**src/shared/sac_pkg.sv**
```systemverilog
/*
 * sac_pkg: register indices, field positions, reset values, start modes,
 * conversion states and the two decoders of the converter control block.
 * Assumes a 32-bit classic Wishbone bus with one register per aligned word.
 */
package sac_pkg;

    // register word indices; byte address is four times the index
    localparam logic [7:0] IDX_INSEL     = 8'hBB;
    localparam logic [7:0] IDX_CFG       = 8'hBC;
    localparam logic [7:0] IDX_CTRL      = 8'hE8;
    localparam logic [7:0] IDX_RESULT    = 8'hBF;

    localparam logic [7:0] INSEL_RST     = 8'h00;
    localparam logic [7:0] CFG_RST       = 8'h60;
    localparam logic [7:0] CTRL_RST      = 8'h00;
    localparam logic [7:0] RESULT_RST    = 8'h00;

    // input_select_register fields
    localparam int         INSEL_EN_BIT  = 5;
    localparam int         PORT_LSB      = 3;
    localparam int         PIN_LSB       = 0;
    // converter_config_register fields
    localparam int         CFG_DIV_LSB   = 5;
    localparam int         CFG_GAIN_LSB  = 0;
    // converter_control_register fields
    localparam int         CTRL_EN_BIT   = 7;
    localparam int         CTRL_TM_BIT   = 6;
    localparam int         CTRL_FLAG_BIT = 5;
    localparam int         CTRL_BUSY_BIT = 4;
    localparam int         CTRL_STM_LSB  = 2;

    localparam logic [1:0] STM_SW        = 2'b00;
    localparam logic [1:0] STM_T2        = 2'b11;

    localparam int         TRACK_CLKS    = 3;
    localparam logic [1:0] TRACK_LAST    = 2'(TRACK_CLKS - 1);
    localparam logic [2:0] SAR_MSB       = 3'h7;
    localparam logic [7:0] SAR_FIRST     = 8'h80;
    localparam logic [7:0] SAR_ONE       = 8'h01;

    // gain one-hot: [0]=x0.5 [1]=x1 [2]=x2 [3]=x4 [4]=x8 [5]=x16
    localparam logic [5:0] GAIN_OH_RST   = 6'h02;

    // divider terminal counts: ratio minus one
    localparam logic [3:0] DIV_LIM_1     = 4'h0;
    localparam logic [3:0] DIV_LIM_2     = 4'h1;
    localparam logic [3:0] DIV_LIM_4     = 4'h3;
    localparam logic [3:0] DIV_LIM_8     = 4'h7;
    localparam logic [3:0] DIV_LIM_16    = 4'hF;

    typedef enum logic [1:0]
    {
        SAC_IDLE  = 2'b00,
        SAC_TRACK = 2'b01,
        SAC_CONV  = 2'b10
    } sac_state_t;

    function automatic logic [3:0] sac_div_limit(input logic [2:0] code);
        logic [3:0] lim;
        lim = DIV_LIM_16;
        case (code)
            3'h0:    lim = DIV_LIM_1;
            3'h1:    lim = DIV_LIM_2;
            3'h2:    lim = DIV_LIM_4;
            3'h3:    lim = DIV_LIM_8;
            default: lim = DIV_LIM_16;
        endcase
        return lim;
    endfunction : sac_div_limit

    function automatic logic [5:0] sac_gain_onehot(input logic [2:0] code);
        logic [5:0] oh;
        oh = GAIN_OH_RST;
        case (code)
            3'h0:       oh = 6'h02;
            3'h1:       oh = 6'h04;
            3'h2:       oh = 6'h08;
            3'h3:       oh = 6'h10;
            3'h4, 3'h5: oh = 6'h20;
            default:    oh = 6'h01;
        endcase
        return oh;
    endfunction : sac_gain_onehot

endpackage : sac_pkg

```
**src/shared/sac_div_if.sv**
```systemverilog
/*
 * sac_div_if: ties the conversion control to its clock divider.
 * Assumes both ends run on the same system clock.
 */
`timescale 1ns/100ps
interface sac_div_if;
    logic [2:0] code;
    logic       run;
    logic       tick;

    modport ctrl
    (
        output code,
        output run,
        input  tick
    );

    modport div
    (
        input  code,
        input  run,
        output tick
    );
endinterface : sac_div_if

```
**src/sac_ctrl.sv**
```systemverilog
/*
 * sac_ctrl: control of an 8-bit successive-approximation converter with
 * input selector, gain stage, conversion clock divider, start sources,
 * busy and completion flags and track-and-hold modes, on classic Wishbone.
 * Assumes a synchronous comparator input and a one-cycle timer 2 overflow.
 */
// Local design decisions: the Wishbone interface to the registers and the register offsets.
`timescale 1ns/100ps
module sac_ctrl
(
    input  wire logic        clk_i,
    input  wire logic        rst_i,
    input  wire logic        ce_i,
    input  wire logic        wb_cyc_i,
    input  wire logic        wb_stb_i,
    input  wire logic        wb_we_i,
    input  wire logic [9:0]  wb_adr_i,
    input  wire logic [3:0]  wb_sel_i,
    input  wire logic [31:0] wb_dat_i,
    output logic      [31:0] wb_dat_o,
    output logic             wb_ack_o,
    input  wire logic        t2_ovf_i,
    input  wire logic        cmp_i,
    input  wire logic        sleep_i,
    input  wire logic        int_en_i,
    output logic             conv_power_o,
    output logic             track_o,
    output logic             sel_en_o,
    output logic      [31:0] ain_sel_o,
    output logic      [5:0]  gain_sel_o,
    output logic      [7:0]  dac_o,
    output logic             busy_o,
    output logic             done_flag_o,
    output logic             irq_o
);
    typedef struct packed {
        logic                sel_en;
        logic [1:0]          port;
        logic [2:0]          pin;
        logic [2:0]          div;
        logic [2:0]          gain;
        logic                en;
        logic                tm;
        logic                flag;
        logic [1:0]          stm;
        sac_pkg::sac_state_t st;
        logic [2:0]          bitn;
        logic [1:0]          tcnt;
        logic [7:0]          sar;
        logic [7:0]          result;
        logic                ack;
        logic [31:0]         rdat;
        logic [31:0]         ain_oh;
        logic [5:0]          gain_oh;
    } sac_regs_t;

    sac_regs_t   r_reg;
    sac_regs_t   r_next;
    sac_div_if   dif ();

    logic        acc;
    logic        wr;
    logic [7:0]  idx;
    logic [7:0]  wbyte;
    logic        busy;
    logic        sw_go;
    logic        t2_go;
    logic        go;
    logic        go_tm;
    logic        tick;
    logic [7:0]  bit_mask;
    logic [7:0]  sar_kept;
    logic        conv_last;
    logic [31:0] ain_next;
    logic [4:0]  ain_idx_next;
    logic        sel_en_next;

    sac_clkdiv u_div
    (
        .clk_i (clk_i),
        .rst_i (rst_i),
        .ce_i  (ce_i),
        .dif   (dif)
    );

    assign acc   = wb_cyc_i & wb_stb_i & ~r_reg.ack;
    // a write lands at the edge where the master samples ack, not before
    assign wr    = wb_cyc_i & wb_stb_i & r_reg.ack & wb_we_i & wb_sel_i[0];
    assign idx   = wb_adr_i[9:2];
    assign wbyte = wb_dat_i[7:0];
    assign busy  = (r_reg.st != sac_pkg::SAC_IDLE);

    // start fields are taken from the write itself, so one write may
    // enable, choose the mode and start at once
    assign sw_go = wr & (idx == sac_pkg::IDX_CTRL) & wbyte[sac_pkg::CTRL_BUSY_BIT]
                 & wbyte[sac_pkg::CTRL_EN_BIT]
                 & (wbyte[sac_pkg::CTRL_STM_LSB +: 2] == sac_pkg::STM_SW);
    assign t2_go = t2_ovf_i & r_reg.en & (r_reg.stm == sac_pkg::STM_T2);
    assign go    = (sw_go | t2_go) & ~busy;
    assign go_tm = sw_go ? wbyte[sac_pkg::CTRL_TM_BIT] : r_reg.tm;

    assign dif.code = r_reg.div;
    assign dif.run  = r_reg.en & busy;
    assign tick     = dif.tick;

    assign bit_mask  = sac_pkg::SAR_ONE << r_reg.bitn;
    // comparator high means the input is at or above the trial level
    assign sar_kept  = cmp_i ? r_reg.sar : (r_reg.sar & ~bit_mask);
    assign conv_last = (r_reg.st == sac_pkg::SAC_CONV) & tick & (r_reg.bitn == 3'h0);

    always_comb
    begin
        sel_en_next  = r_reg.sel_en;
        ain_idx_next = {r_reg.port, r_reg.pin};
        if (wr && idx == sac_pkg::IDX_INSEL)
        begin
            sel_en_next  = wbyte[sac_pkg::INSEL_EN_BIT];
            ain_idx_next = wbyte[4:0];
        end
    end

    genvar gi;
    generate
        for (gi = 0; gi < 32; gi++)
        begin : g_ain
            assign ain_next[gi] = sel_en_next & (ain_idx_next == 5'(gi));
        end
    endgenerate

    always_comb
    begin
        r_next        = r_reg;
        r_next.ack    = acc;
        r_next.rdat   = 32'h0000_0000;
        r_next.ain_oh = ain_next;

        if (acc && !wb_we_i)
        begin
            case (idx)
                sac_pkg::IDX_INSEL:
                    r_next.rdat = {24'h00_0000, 2'b00, r_reg.sel_en, r_reg.port, r_reg.pin};
                sac_pkg::IDX_CFG:
                    r_next.rdat = {24'h00_0000, r_reg.div, 2'b00, r_reg.gain};
                sac_pkg::IDX_CTRL:
                    r_next.rdat = {24'h00_0000, r_reg.en, r_reg.tm, r_reg.flag, busy,
                                   r_reg.stm, 2'b00};
                sac_pkg::IDX_RESULT:
                    r_next.rdat = {24'h00_0000, r_reg.result};
                default:
                    r_next.rdat = 32'h0000_0000;
            endcase
        end

        if (wr)
        begin
            case (idx)
                sac_pkg::IDX_INSEL:
                begin
                    r_next.sel_en = wbyte[sac_pkg::INSEL_EN_BIT];
                    r_next.port   = wbyte[sac_pkg::PORT_LSB +: 2];
                    r_next.pin    = wbyte[sac_pkg::PIN_LSB +: 3];
                end
                sac_pkg::IDX_CFG:
                begin
                    r_next.div     = wbyte[sac_pkg::CFG_DIV_LSB +: 3];
                    r_next.gain    = wbyte[sac_pkg::CFG_GAIN_LSB +: 3];
                    r_next.gain_oh = sac_pkg::sac_gain_onehot(
                                         wbyte[sac_pkg::CFG_GAIN_LSB +: 3]);
                end
                sac_pkg::IDX_CTRL:
                begin
                    r_next.en   = wbyte[sac_pkg::CTRL_EN_BIT];
                    r_next.tm   = wbyte[sac_pkg::CTRL_TM_BIT];
                    r_next.flag = wbyte[sac_pkg::CTRL_FLAG_BIT];
                    r_next.stm  = wbyte[sac_pkg::CTRL_STM_LSB +: 2];
                end
                default:
                begin
                end
            endcase
        end

        case (r_reg.st)
            sac_pkg::SAC_IDLE:
            begin
                if (go)
                begin
                    if (go_tm)
                    begin
                        r_next.st   = sac_pkg::SAC_TRACK;
                        r_next.tcnt = 2'h0;
                    end
                    else
                    begin
                        r_next.st   = sac_pkg::SAC_CONV;
                        r_next.bitn = sac_pkg::SAR_MSB;
                        r_next.sar  = sac_pkg::SAR_FIRST;
                    end
                end
            end
            sac_pkg::SAC_TRACK:
            begin
                if (tick)
                begin
                    if (r_reg.tcnt == sac_pkg::TRACK_LAST)
                    begin
                        r_next.st   = sac_pkg::SAC_CONV;
                        r_next.bitn = sac_pkg::SAR_MSB;
                        r_next.sar  = sac_pkg::SAR_FIRST;
                    end
                    else
                        r_next.tcnt = r_reg.tcnt + 2'h1;
                end
            end
            sac_pkg::SAC_CONV:
            begin
                if (conv_last)
                begin
                    r_next.st     = sac_pkg::SAC_IDLE;
                    r_next.sar    = sar_kept;
                    r_next.result = sar_kept;
                    r_next.flag   = 1'b1;
                end
                else if (tick)
                begin
                    r_next.sar  = sar_kept | (bit_mask >> 1);
                    r_next.bitn = r_reg.bitn - 3'h1;
                end
            end
            default:
                r_next.st = sac_pkg::SAC_IDLE;
        endcase

        // disabling drops any conversion in flight without a result, except one finishing in that cycle
        if (!r_next.en)
            r_next.st = sac_pkg::SAC_IDLE;
    end

    always_ff @(posedge clk_i)
    begin
        if (rst_i)
        begin
            r_reg         <= '0;
            r_reg.st      <= sac_pkg::SAC_IDLE;
            r_reg.div     <= sac_pkg::CFG_RST[7:5];
            r_reg.gain    <= sac_pkg::CFG_RST[2:0];
            r_reg.result  <= sac_pkg::RESULT_RST;
            r_reg.gain_oh <= sac_pkg::GAIN_OH_RST;
        end
        else if (ce_i)
            r_reg <= r_next;
    end

    assign wb_dat_o     = r_reg.rdat;
    assign wb_ack_o     = r_reg.ack;
    assign conv_power_o = r_reg.en;
    // continuous track mode (tm clear) holds between conversions; sleep always wins
    assign track_o      = r_reg.en & ~sleep_i & (((~r_reg.tm) & ~busy)
                        | (r_reg.st == sac_pkg::SAC_TRACK));
    assign sel_en_o     = r_reg.sel_en;
    assign ain_sel_o    = r_reg.ain_oh;
    assign gain_sel_o   = r_reg.en ? r_reg.gain_oh : 6'h00;
    assign dac_o        = r_reg.sar;
    assign busy_o       = busy;
    assign done_flag_o  = r_reg.flag;
    assign irq_o        = r_reg.flag & int_en_i;
endmodule : sac_ctrl

```
**src/sac_clkdiv.sv**
```systemverilog
/*
 * sac_clkdiv: forms the conversion clock as a one-cycle tick every
 * 1, 2, 4, 8 or 16 system clocks while run is high.
 * Assumes code and run come from registers in the same clock domain.
 */
`timescale 1ns/100ps
module sac_clkdiv
(
    input  wire logic clk_i,
    input  wire logic rst_i,
    input  wire logic ce_i,
    sac_div_if.div    dif
);
    typedef struct packed {
        logic [3:0] cnt;
    } sac_div_regs_t;

    sac_div_regs_t r_reg;
    sac_div_regs_t r_next;
    logic [3:0]    lim;

    assign lim      = sac_pkg::sac_div_limit(dif.code);
    // counter restarts from zero with run, so the first tick of a phase
    // always comes a full conversion clock after the start
    assign dif.tick = dif.run & (r_reg.cnt == lim);

    always_comb
    begin
        r_next = r_reg;
        if (!dif.run || (r_reg.cnt >= lim))
            r_next.cnt = 4'h0;
        else
            r_next.cnt = r_reg.cnt + 4'h1;
    end

    always_ff @(posedge clk_i)
    begin
        if (rst_i)
            r_reg <= '0;
        else if (ce_i)
            r_reg <= r_next;
    end
endmodule : sac_clkdiv

```
**config.mk**
```make
export PLATFORM = sky130hd
export DESIGN_NAME = sac_ctrl
export DESIGN_NICKNAME = d
export VERILOG_FILES = /design/src/shared/sac_pkg.sv /design/src/shared/sac_div_if.sv /design/src/sac_ctrl.sv /design/src/sac_clkdiv.sv
export SDC_FILE = /design/constraint.sdc
export NUM_CORES = 1
export LEC_CHECK = 0
export ABC_CLOCK_PERIOD_IN_PS = 2400
export BUFFER_PORTS_ARGS = -buffer_cell sky130_fd_sc_hd__buf_4
export CAP_MARGIN = 20
export CORE_UTILIZATION = 47
export DETAILED_ROUTE_END_ITERATION = 7
export GPL_TIMING_DRIVEN = 0
export PLACE_DENSITY = 0.82
export SYNTH_ARGS = -nofsm -noshare
export SYNTH_HDL_FRONTEND = slang
export SYNTH_SLANG_ARGS = --single-unit
```
**constraint.sdc**
```tcl
create_clock -name clk_i -period 2.4 [get_ports clk_i]
set_input_delay 0.36 -clock clk_i [delete_from_list [all_inputs] [get_ports clk_i]]
set_output_delay 0.36 -clock clk_i [all_outputs]
set_load 0.05 [all_outputs]
```
==> results of run 1 <==
==> metrics by stage <==
step	total power, mW	instance area, sq um	util (%)	TNS [ns]
floorplan	1.72	4910	-	0
global placement	1.79	5720	58.0	-3.44
detailed placement	1.80	5720	58.0	-5.32
CTS	2.85	6020	61.1	-0.0330
global route	2.95	6080	61.7	-0.206
finish	2.86	6080	61.7	-0.0450
==> layout by cell type, fill, tap and decap left out, drive strengths merged, types with 6 or more instances in the layout <==
cell type,count
buf,172
dfxtp,91
nand2,83
nor2,44
a21oi,41
o21ai,31
clkbuf,27
conb,24
inv,20
nand3,16
mux2i,12
ha,11
nor4,11
a22o,10
and2,8
nor3,8
a21boi,7
a31oi,6
==> worst min path at each step <==
stage	cells past startpoint	start	end
detailed placement	2	r_reg[0]	r_reg[0]
floorplan	2	ain_sel_o[10]	ain_sel_o[10]
finish	3	wb_dat_i[6]	dif.code[1]
CTS	3	wb_dat_i[6]	dif.code[1]
global route	3	wb_dat_i[6]	r_reg[97]
global placement	2	r_reg[5]	r_reg[5]
==> power by group through the flow <==
stage	Clock, mW	Combinational (mW)	Sequential (mW)
4_1_cts	1.09	0.249	1.51
5_1_grt	1.17	0.269	1.51
3_5_place_dp	0	0.247	1.55
3_3_place_gp	0	0.244	1.55
2_1_floorplan	0	0.175	1.55
6_report	1.09	0.254	1.51
==> tightest hold or removal path: stages <==
cell and delay [ns]:
buf_4 0.10, nand2_1 0.05, nand3_1 0.06
==> area by class of cell <==
class                           instances  area (sq um)  share of cell area (%)
Multi-Input combinational cell        399          2480                    40.7
Sequential cell                        91          1830                    30.0
Timing Repair Buffer                   93           702                    11.5
Buffer                                 97           646                    10.6
Tap cell                              133           166                    2.73
Clock buffer                            9           124                    2.04
Clock inverter                          7          82.6                    1.36
Inverter                               16          60.1                   0.987
==> routing by layer <==
| layer | up-vias | global-route usage, % | routed length [microns] |
|---|---|---|---|
| met1 | 2142 | 31.0 | 5470 |
| met4 | 0 | 9.21 | 256 |
| met5 | - | 0 | 0 |
| met3 | 32 | 4.34 | 1120 |
| li1 | 2202 | - | - |
| met2 | 261 | 39.4 | 5780 |
==> what timing repair did <==
| action | 4_1_cts | 5_1_grt |
|---|---|---|
| gates resized for setup | 14 | 13 |
| setup buffers | 6 | 1 |
| endpoints found under the setup margin | 24 | 21 |
| pin swaps | 6 | 3 |
==> cell families (layout without fill, tap and decap cells) <==
group / count (synthesis) / after routing
fa+ha+maj: 11 / 11
flops: 91 / 91
simple gates: 208 / 208
buf+inv: 114 / 222
other cells: 1 / 24
compound gates: 139 / 139
mux: 14 / 14
xor+xnor: 3 / 3
==> impl_metrics.csv, run 1 <==
group,metric,value,unit
clock_network,cts_sinks,91,
setup_path,end_kind,"register",
clock_network,cts_buffers,9,
sta,fin_ws,-0.0253,ns
cells_and_area,fillCellCount,848,
setup_path,r2r_cells,7,
clock_network,ctsHoldBuffers,0,
die,die_height,103,microns
sta,max_freq,412,MHz
synthesis,synth_top_area_share,37.9,%
setup_path,worstSetupStartpoint,"dif.code[0]",
pwr,p_per_area,470,mW/mm^2
sta,rsz0062_at_grt,"yes",
synthesis,synth-seq-cells,91,
synthesis,avgSynthCellArea,8.27,sq um
synthesis,yosys_most_used_dff,"dfxtp_1",
synthesis,synth_common_cells,"dfxtp_1, nand2_1, buf_4",
synthesis,synth_most_common_cell,"dfxtp_1",
die,ioPinCount,141,
worst_hold_path,min_path_type,"input pin to register",
cells_and_area,n_antenna_cell,0,
synthesis,ys_seq_area_share,37.9,%
cells_and_area,layout.cells.non_filler,845,
pwr,seqPwrFrac,52.9,%
die,rows,36,
synthesis,syn_inst,581,
synthesis,synth_edf_count,0,
routing,ant_nets,0,
setup_path,regToRegStartpoint,"dif.code[0]",
placement,dp_hpwl,9500,microns
clock_network,cts_tree,"built",
clock_network,clk_pin_slew_worst_paths,0.09,ns
setup_path,crit_type,"register to register",
routing,wire_per_inst,14.9,microns
global_routing,antenna_found_initial,0,
synthesis,ys_async_sr_fraction,0,%
sta,layout_min_cycle_time,2.43,ns
placement,place_congestion,0.934,
synthesis,synth_top_family_by_area,"simple AND/OR/NAND/NOR gates",
synthesis,synth-simple-area-share,21.4,%
synthesis,synth_cell_type_count,63,
clock_network,insertion_delay,0.37,ns
setup_path,reg2reg_slack,-0.03,ns
routing,drt_iter0_markers,412,
clock_network,cts_max_path_buffers,2,
cells_and_area,drive_gt1_share,31.0,%
sta,slew_viol_final,0,
pwr,p_leak,2.61,nW
sta,clock_skew,0.00628,ns
sta,finalHoldViolCount,0,
pwr,clkPwrFrac,38.2,%
sta,final.period_utilization,101,%
die,die_area,0.0106,sq mm
placement,dp_slack,-0.449,ns
placement,io_buffers,86,
synthesis,yosys-top-cells-area,"dfxtp_1, buf_4, nand2_1",
setup_path,worstSetupEndpoint,"r_reg[88]",
pwr,power_frac_comb,8.9,%
outcome,status,"finished with violations",
pwr,swShare,27.0,%
sta,worstMarginPinSlew,1.00,ns
die,start_util,48.7,%
outcome,violations,"setup timing",
setup_path,regToRegEndpoint,"r_reg[88]",
placement,place_inst,823,
synthesis,post_synth_fa_ha_maj_area_fraction,2.86,%
setup_path,crit_cells,7,
global_routing,gr-total-overflow,0,
cells_and_area,syn_to_final_growth,26.6,%
setup_path,path_buf_inv,1,
synthesis,netlist_area,0.00481,sq mm
synthesis,synth_top_area_cell,"dfxtp_1",
setup_path,cp.arrival,2.69,ns
setup_path,cp_top_family,"simple AND/OR/NAND/NOR gates",
setup_path,crit_path_max_incr_delay,0.43,ns
global_routing,grt_max_degree,18,
sta,hold_slack,0.235,ns
clock_network,htreeDepth,3,
sta,maxSlewHeadroom,32.6,%
setup_path,crit_required,2.67,ns
routing,firstDrtPassIters,5,
pwr,power.switching,0.772,mW
setup_path,start_kind,"register",
global_routing,grtUsageTotal,23.9,%
pwr,ir_drop,284,uV
sta,finalSetupViolCount,2,
global_routing,grt_pass1_wl,19600,microns
clock_network,clockRootBuffer,"clkbuf_8",
setup_path,cp_slowest_cell,"or4_4",
routing,vias_per_cell,5.49,
routing,wirelength,12600,microns
setup_path,crit_path_cell_trace,"or3_4, ha_4, nand4_1, buf_6, or4_4, a211oi_4, mux2_4",
setup_path,cp_max_fo,4,
synthesis,yosysWarnings,0,
routing,via_count,4637,
synthesis,synth_compound_area_share,19.5,%
synthesis,muxShareOfSynthArea,2.97,%
cells_and_area,nets,774,
pwr,p_int,2.09,mW
routing,drc,0,
run,maxCapViolations,0,
synthesis,synth_xor_area_share,0.547,%
die,core_area,0.00986,sq mm
global_routing,grt_pass1_vias,4195,
die,die_w,103,microns
Power figures use the tool's default switching activity.
==> run 2, diff against run 1 <==
--- a/config.mk
+++ b/config.mk
@@ -5,13 +5,14 @@
 export SDC_FILE = /design/constraint.sdc
 export NUM_CORES = 1
 export LEC_CHECK = 0
+export ABC_AREA = 1
 export ABC_CLOCK_PERIOD_IN_PS = 2400
 export BUFFER_PORTS_ARGS = -buffer_cell sky130_fd_sc_hd__buf_4
 export CAP_MARGIN = 20
-export CORE_UTILIZATION = 47
+export CORE_UTILIZATION = 48
 export DETAILED_ROUTE_END_ITERATION = 7
 export GPL_TIMING_DRIVEN = 0
-export PLACE_DENSITY = 0.82
+export PLACE_DENSITY = 0.83
 export SYNTH_ARGS = -nofsm -noshare
 export SYNTH_HDL_FRONTEND = slang
 export SYNTH_SLANG_ARGS = --single-unit
==> impl_metrics.csv, run 2 <==
group,metric,value,unit
clock_network,ctsHoldBuffers,0,
synthesis,synth_common_cells,"nand2_1, dfxtp_1, buf_4, nor2_1, a21oi_1",
synthesis,synth_top_area_cell,"dfxtp_1",
setup_path,cp_slowest_cell,"dfxtp_1",
setup_path,worstSetupEndpoint,"dac_o[7]",
cells_and_area,drive_gt1_share,25.5,%
synthesis,syn_inst,721,
routing,ant_nets,0,
pwr,p_per_area,481,mW/mm^2
placement,place_inst,962,
clock_network,cts_resized,0,
routing,drc,0,
placement,dp_hpwl,9150,microns
worst_hold_path,min_path_type,"input pin to register",
cells_and_area,layout_common_cells,"nand2_1, buf_4, dfxtp_1",
clock_network,htreeDepth,3,
global_routing,gr-total-overflow,0,
global_routing,met1_usage,31.2,%
global_routing,grt_pass1_vias,4184,
sta,final.period_utilization,93.4,%
setup_path,crit_path_max_incr_delay,0.39,ns
clock_network,clockRootBuffer,"clkbuf_8",
clock_network,post_cts_buffers,0,
cells_and_area,layout_commonest_cell,"nand2_1",
setup_path,crit_path_cell_trace,"inv_1, ha_1, nand2_1, nor2_1, nand3_2, a21oi_2, and2_4, nand2_2, nor2_4, buf_6, nand2_1, nand2_1, nor2_1",
global_routing,antenna_found_initial,0,
setup_path,end_kind,"register",
clock_network,cts_max_path_buffers,2,
setup_path,crit_type,"register to register",
setup_path,cp.arrival,2.51,ns
die,core_area,0.00995,sq mm
routing,via_count,4791,
outcome,status,"finished clean",
sta,slew_viol_final,0,
synthesis,synth_most_common_cell,"nand2_1",
die,ioPinCount,141,
setup_path,regToRegEndpoint,"dac_o[7]",
clock_network,cts_sinks,91,
synthesis,synth-seq-cells,91,
synthesis,synth_cell_type_count,40,
placement,dp_slack,0.208,ns
synthesis,netlist_area,0.00501,sq mm
routing,vias_per_cell,4.89,
sta,clock_skew,0.0115,ns
clock_network,cts_tree,"built",
clock_network,clk_pin_slew_worst_paths,0.10,ns
setup_path,cp_max_fo,10,
die,rows,36,
clock_network,cts_buffers,9,
synthesis,synth_top_area_share,36.4,%
cells_and_area,syn_to_final_growth,22.0,%
sta,max_freq,446,MHz
synthesis,avgSynthCellArea,6.95,sq um
setup_path,reg2reg_slack,0.16,ns
routing,firstDrtPassIters,5,
cells_and_area,fillCellCount,922,
global_routing,grt_max_degree,20,
setup_path,r2r_cells,13,
global_routing,grt.busiest_layer,"met2",
sta,rsz0062_at_grt,"no",
sta,fin_ws,0.159,ns
setup_path,regToRegStartpoint,"dif.code[2]",
pwr,power,2.94,mW
synthesis,yosys_most_used_dff,"dfxtp_1",
global_routing,use_met3,4.20,%
routing,wirelength,11800,microns
cells_and_area,n_antenna_cell,0,
sta,worstMarginPinSlew,0.603,ns
synthesis,ys_seq_area_share,36.4,%
placement,place_congestion,0.925,
cells_and_area,nets,908,
setup_path,start_kind,"register",
sta,tns,0,ns
synthesis,yosysWarnings,0,
cells_and_area,layout.cells.non_filler,979,
run,maxCapViolations,0,
setup_path,crit_required,2.67,ns
global_routing,grtUsageTotal,21.9,%
synthesis,ys_async_sr_fraction,0,%
worst_hold_path,hold_start,"wb_dat_i[5]",
synthesis,synth_edf_count,0,
routing,wire_per_inst,12.1,microns
die,start_util,50.3,%
pwr,ir_drop,352,uV
global_routing,met2_usage,33.8,%
sta,maxSlewHeadroom,59.8,%
setup_path,worstSetupStartpoint,"dif.code[2]",
setup_path,crit_top_cell,"nand2_1",
sta,finalHoldViolCount,0,
die,die_w,104,microns
pwr,p_leak,2.86,nW
die,die_area,0.0109,sq mm
clock_network,insertion_delay,0.37,ns
routing,drt_iter0_markers,350,
global_routing,grt_pass1_wl,19400,microns
synthesis,yosys-top-cells-area,"dfxtp_1, nand2_1, buf_4",
die,die_height,104,microns
placement,io_buffers,85,
sta,layout_min_cycle_time,2.24,ns
sta,finalSetupViolCount,0,
[run 2: cell types whose count changed after synthesis, moves of 10 or more]
cell     previous run  this run
nand2_1            83       198
nand3_1            15        26
a21oi_1            41        72
mux2i_1            12         0
nor2_1             44        74
inv_1              15        56
a22o_1             10         0
[run 2: power breakdown]
group	switching, mW	leakage [nW]	internal (mW)
sequential	0.0118	0.734	1.52
combinational	0.246	2.03	0.111
clock	0.634	0.103	0.420
[run 2: per-stage QoR]
step	hold slack, ns	util, %	instance area, sq um
after CTS	0.242	61.3	6110
after global routing	0.275	61.4	6110
after detailed placement	0.456	59.3	5910
after global placement	0.453	59.3	5910
after floorplan	0.442	-	5100
final	0.260	61.4	6110
[run 2: worst min-delay path by stage]
stage / cells past startpoint / to
global route: 3 / dif.code[0]
floorplan: 2 / r_reg[1]
finish: 3 / dif.code[0]
CTS: 3 / dif.code[0]
detailed placement: 2 / ain_sel_o[24]
global placement: 2 / ain_sel_o[29]
[run 2: cell families after synthesis]
group	count (synthesis)	share of synthesized area (%)
DFF	91	36.4
buffers and inverters	159	18.1
xor gates and xnor gates	2	0.350
adders and majority gates	11	2.75
other	1	0.0748
AOI/OAI and AO/OA	123	13.9
and+or+nand+nor	334	28.4
[run 2: layout make-up]
type                    instances  area, sq um  share of cell area (%)
plain buffers                  95          667                    10.9
clock buffers                   9          124                    2.03
clock inverters                 7         76.3                    1.25
inverters                      64          241                    3.95
multi-input cells             494         2370                    38.8
flip-flops and latches         91         1820                    29.8
well taps                     133          166                    2.72
repair buffers                 86          646                    10.6
[run 2: layer usage]
metal / up-vias / part of all wire [%] / wire, microns
met1: 2180 / 48 / 5700
met5: - / 0 / 0
met2: 167 / 44 / 5230
li1: 2436 / - / -
met3: 8 / 6.7 / 791
met4: 0 / 1.1 / 130
[run 2: worst max-delay path: cells and delay by family (launching register included)]
kind            cells  cell delay (ns)
compound gates      1             0.18
flops               1             0.39
fa+ha+maj           1             0.33
buf+inv             2             0.27
simple gates        9             0.97
==> run 3, diff against run 2 <==
--- a/config.mk
+++ b/config.mk
@@ -6,7 +6,7 @@
 export NUM_CORES = 1
 export LEC_CHECK = 0
 export ABC_AREA = 1
-export ABC_CLOCK_PERIOD_IN_PS = 2400
+export ABC_CLOCK_PERIOD_IN_PS = 1900
 export BUFFER_PORTS_ARGS = -buffer_cell sky130_fd_sc_hd__buf_4
 export CAP_MARGIN = 20
 export CORE_UTILIZATION = 48
==> constraint.sdc (replaced) <==
create_clock -name clk_i -period 1.9 [get_ports clk_i]
set_input_delay 0.285 -clock clk_i [delete_from_list [all_inputs] [get_ports clk_i]]
set_output_delay 0.285 -clock clk_i [all_outputs]
set_load 0.05 [all_outputs]
==> impl_metrics.csv, run 3 (synthesis gave the netlist of run 2 again) <==
group,metric,value,unit
outcome,status,"finished with violations",
outcome,violations,"setup timing",
clock_network,clk_pin_slew_worst_paths,0.10,ns
sta,finalHoldViolCount,0,
run,maxCapViolations,0,
cells_and_area,syn_to_final_growth,26.0,%
setup_path,cp.arrival,2.31,ns
clock_network,ctsHoldBuffers,0,
die,start_util,50.3,%
placement,place_congestion,0.909,
placement,io_buffers,85,
die,core_area,0.00995,sq mm
setup_path,start_kind,"register",
placement,place_inst,962,
cells_and_area,drive_gt1_share,30.3,%
global_routing,grt_pass1_wl,19900,microns
setup_path,regToRegStartpoint,"dif.code[1]",
worst_hold_path,hold_start,"wb_dat_i[5]",
die,die_area,0.0109,sq mm
global_routing,grtUsageTotal,22.6,%
pwr,p_per_area,588,mW/mm^2
setup_path,end_kind,"register",
sta,clock_skew,0.0117,ns
routing,via_count,4878,
cells_and_area,n_antenna_cell,0,
clock_network,insertion_delay,0.37,ns
cells_and_area,layout_common_cells,"nand2_1, buf_4, dfxtp_1",
global_routing,grt_max_degree,20,
sta,maxSlewHeadroom,58.6,%
cells_and_area,layout.cells.non_filler,989,
die,die_w,104,microns
sta,final.period_utilization,107,%
global_routing,grt_pass1_vias,4252,
sta,max_freq,491,MHz
global_routing,antenna_found_initial,0,
routing,drc,0,
sta,worstMarginPinSlew,0.621,ns
worst_hold_path,min_path_type,"input pin to register",
clock_network,htreeDepth,3,
setup_path,r2r_cells,13,
setup_path,worstSetupStartpoint,"dif.code[1]",
clock_network,cts_sinks,91,
pwr,p_leak,2.92,nW
sta,fin_ws,-0.137,ns
routing,ant_nets,0,
setup_path,crit_type,"register to register",
cells_and_area,nets,918,
sta,rsz0062_at_grt,"yes",
die,rows,36,
die,die_height,104,microns
routing,firstDrtPassIters,5,
routing,drt_iter0_markers,390,
cells_and_area,finalInstanceArea,0.00632,sq mm
clock_network,clockRootBuffer,"clkbuf_8",
routing,vias_per_cell,4.93,
sta,slew_viol_final,0,
clock_network,cts_buffers,9,
pwr,ir_drop,373,uV
setup_path,cp_max_fo,6,
clock_network,cts_tree,"built",
setup_path,crit_required,2.17,ns
routing,wire_per_inst,12.3,microns
placement,dpl_cell_area,0.00591,sq mm
cells_and_area,layout_commonest_cell,"nand2_1",
sta,finalSetupViolCount,14,
placement,dp_slack,-0.262,ns
placement,dp_hpwl,9120,microns
clock_network,cts_max_path_buffers,2,
die,ioPinCount,141,
routing,wirelength,12200,microns
sta,layout_min_cycle_time,2.04,ns
global_routing,gr-total-overflow,0,
worst_hold_path,hold_depth,3,
## run 3: area by class of cell
type,instances,area [sq um]
Multi-Input combinational cell,494,2480
Sequential cell,91,1840
Fill cell,905,3640
Buffer,95,667
Timing Repair Buffer,96,726
Inverter,64,241
Tap cell,133,166
Clock inverter,7,76.3
Clock buffer,9,124
## run 3: worst paths after layout
check	to	slack (ns)
setup reg to reg	dac_o[3]	-0.14
hold / removal	dif.code[0]	0.19
hold reg to reg	ain_sel_o[27]	0.47
setup / recovery	dac_o[3]	-0.14
## run 3: power by group
| group | leakage, nW | internal, mW | switching [mW] |
|---|---|---|---|
| Combinational | 2.08 | 0.149 | 0.319 |
| Sequential | 0.736 | 1.92 | 0.0154 |
| Clock | 0.103 | 0.523 | 0.792 |
## run 3: worst max-delay path, cell delays in order, from the launching register on
cell and delay (ns):
dfxtp_4 0.38, a21oi_2 0.05, ha_1 0.30, nand2_2 0.07, nor2_4 0.10, nand3_2 0.11
a21oi_2 0.18, and2_4 0.18, nand2_2 0.06, nor2_4 0.21, buf_6 0.16, nand2_2 0.05
nand2_2 0.04, nor2_1 0.04
## run 3: through the flow
stage	TNS [ns]	util, %	power, mW	hold slack [ns]
after floorplan	0	-	2.31	0.415
after global placement	-2.82	59.4	2.42	0.452
after detailed placement	-4.49	59.4	2.43	0.455
after CTS	-0.786	62.2	3.73	0.179
after global routing	-3.05	63.4	3.87	0.204
final	-1.01	63.4	3.72	0.189
## run 3: repair_timing
item	4_1_cts	5_1_grt
gates resized for setup	14	26
cloned	1	1
buffers inserted	5	4
pin swaps	12	15
setup endpoints to repair	37	53
## run 3: routing by layer
metal / up-vias / global-route usage (%) / part of all wire [%]
li1: 2467 / - / -
met1: 2188 / 32.1 / 46
met2: 206 / 34.5 / 44
met3: 17 / 3.57 / 8.2
met4: 0 / 7.86 / 1.8
met5: - / 0 / 0
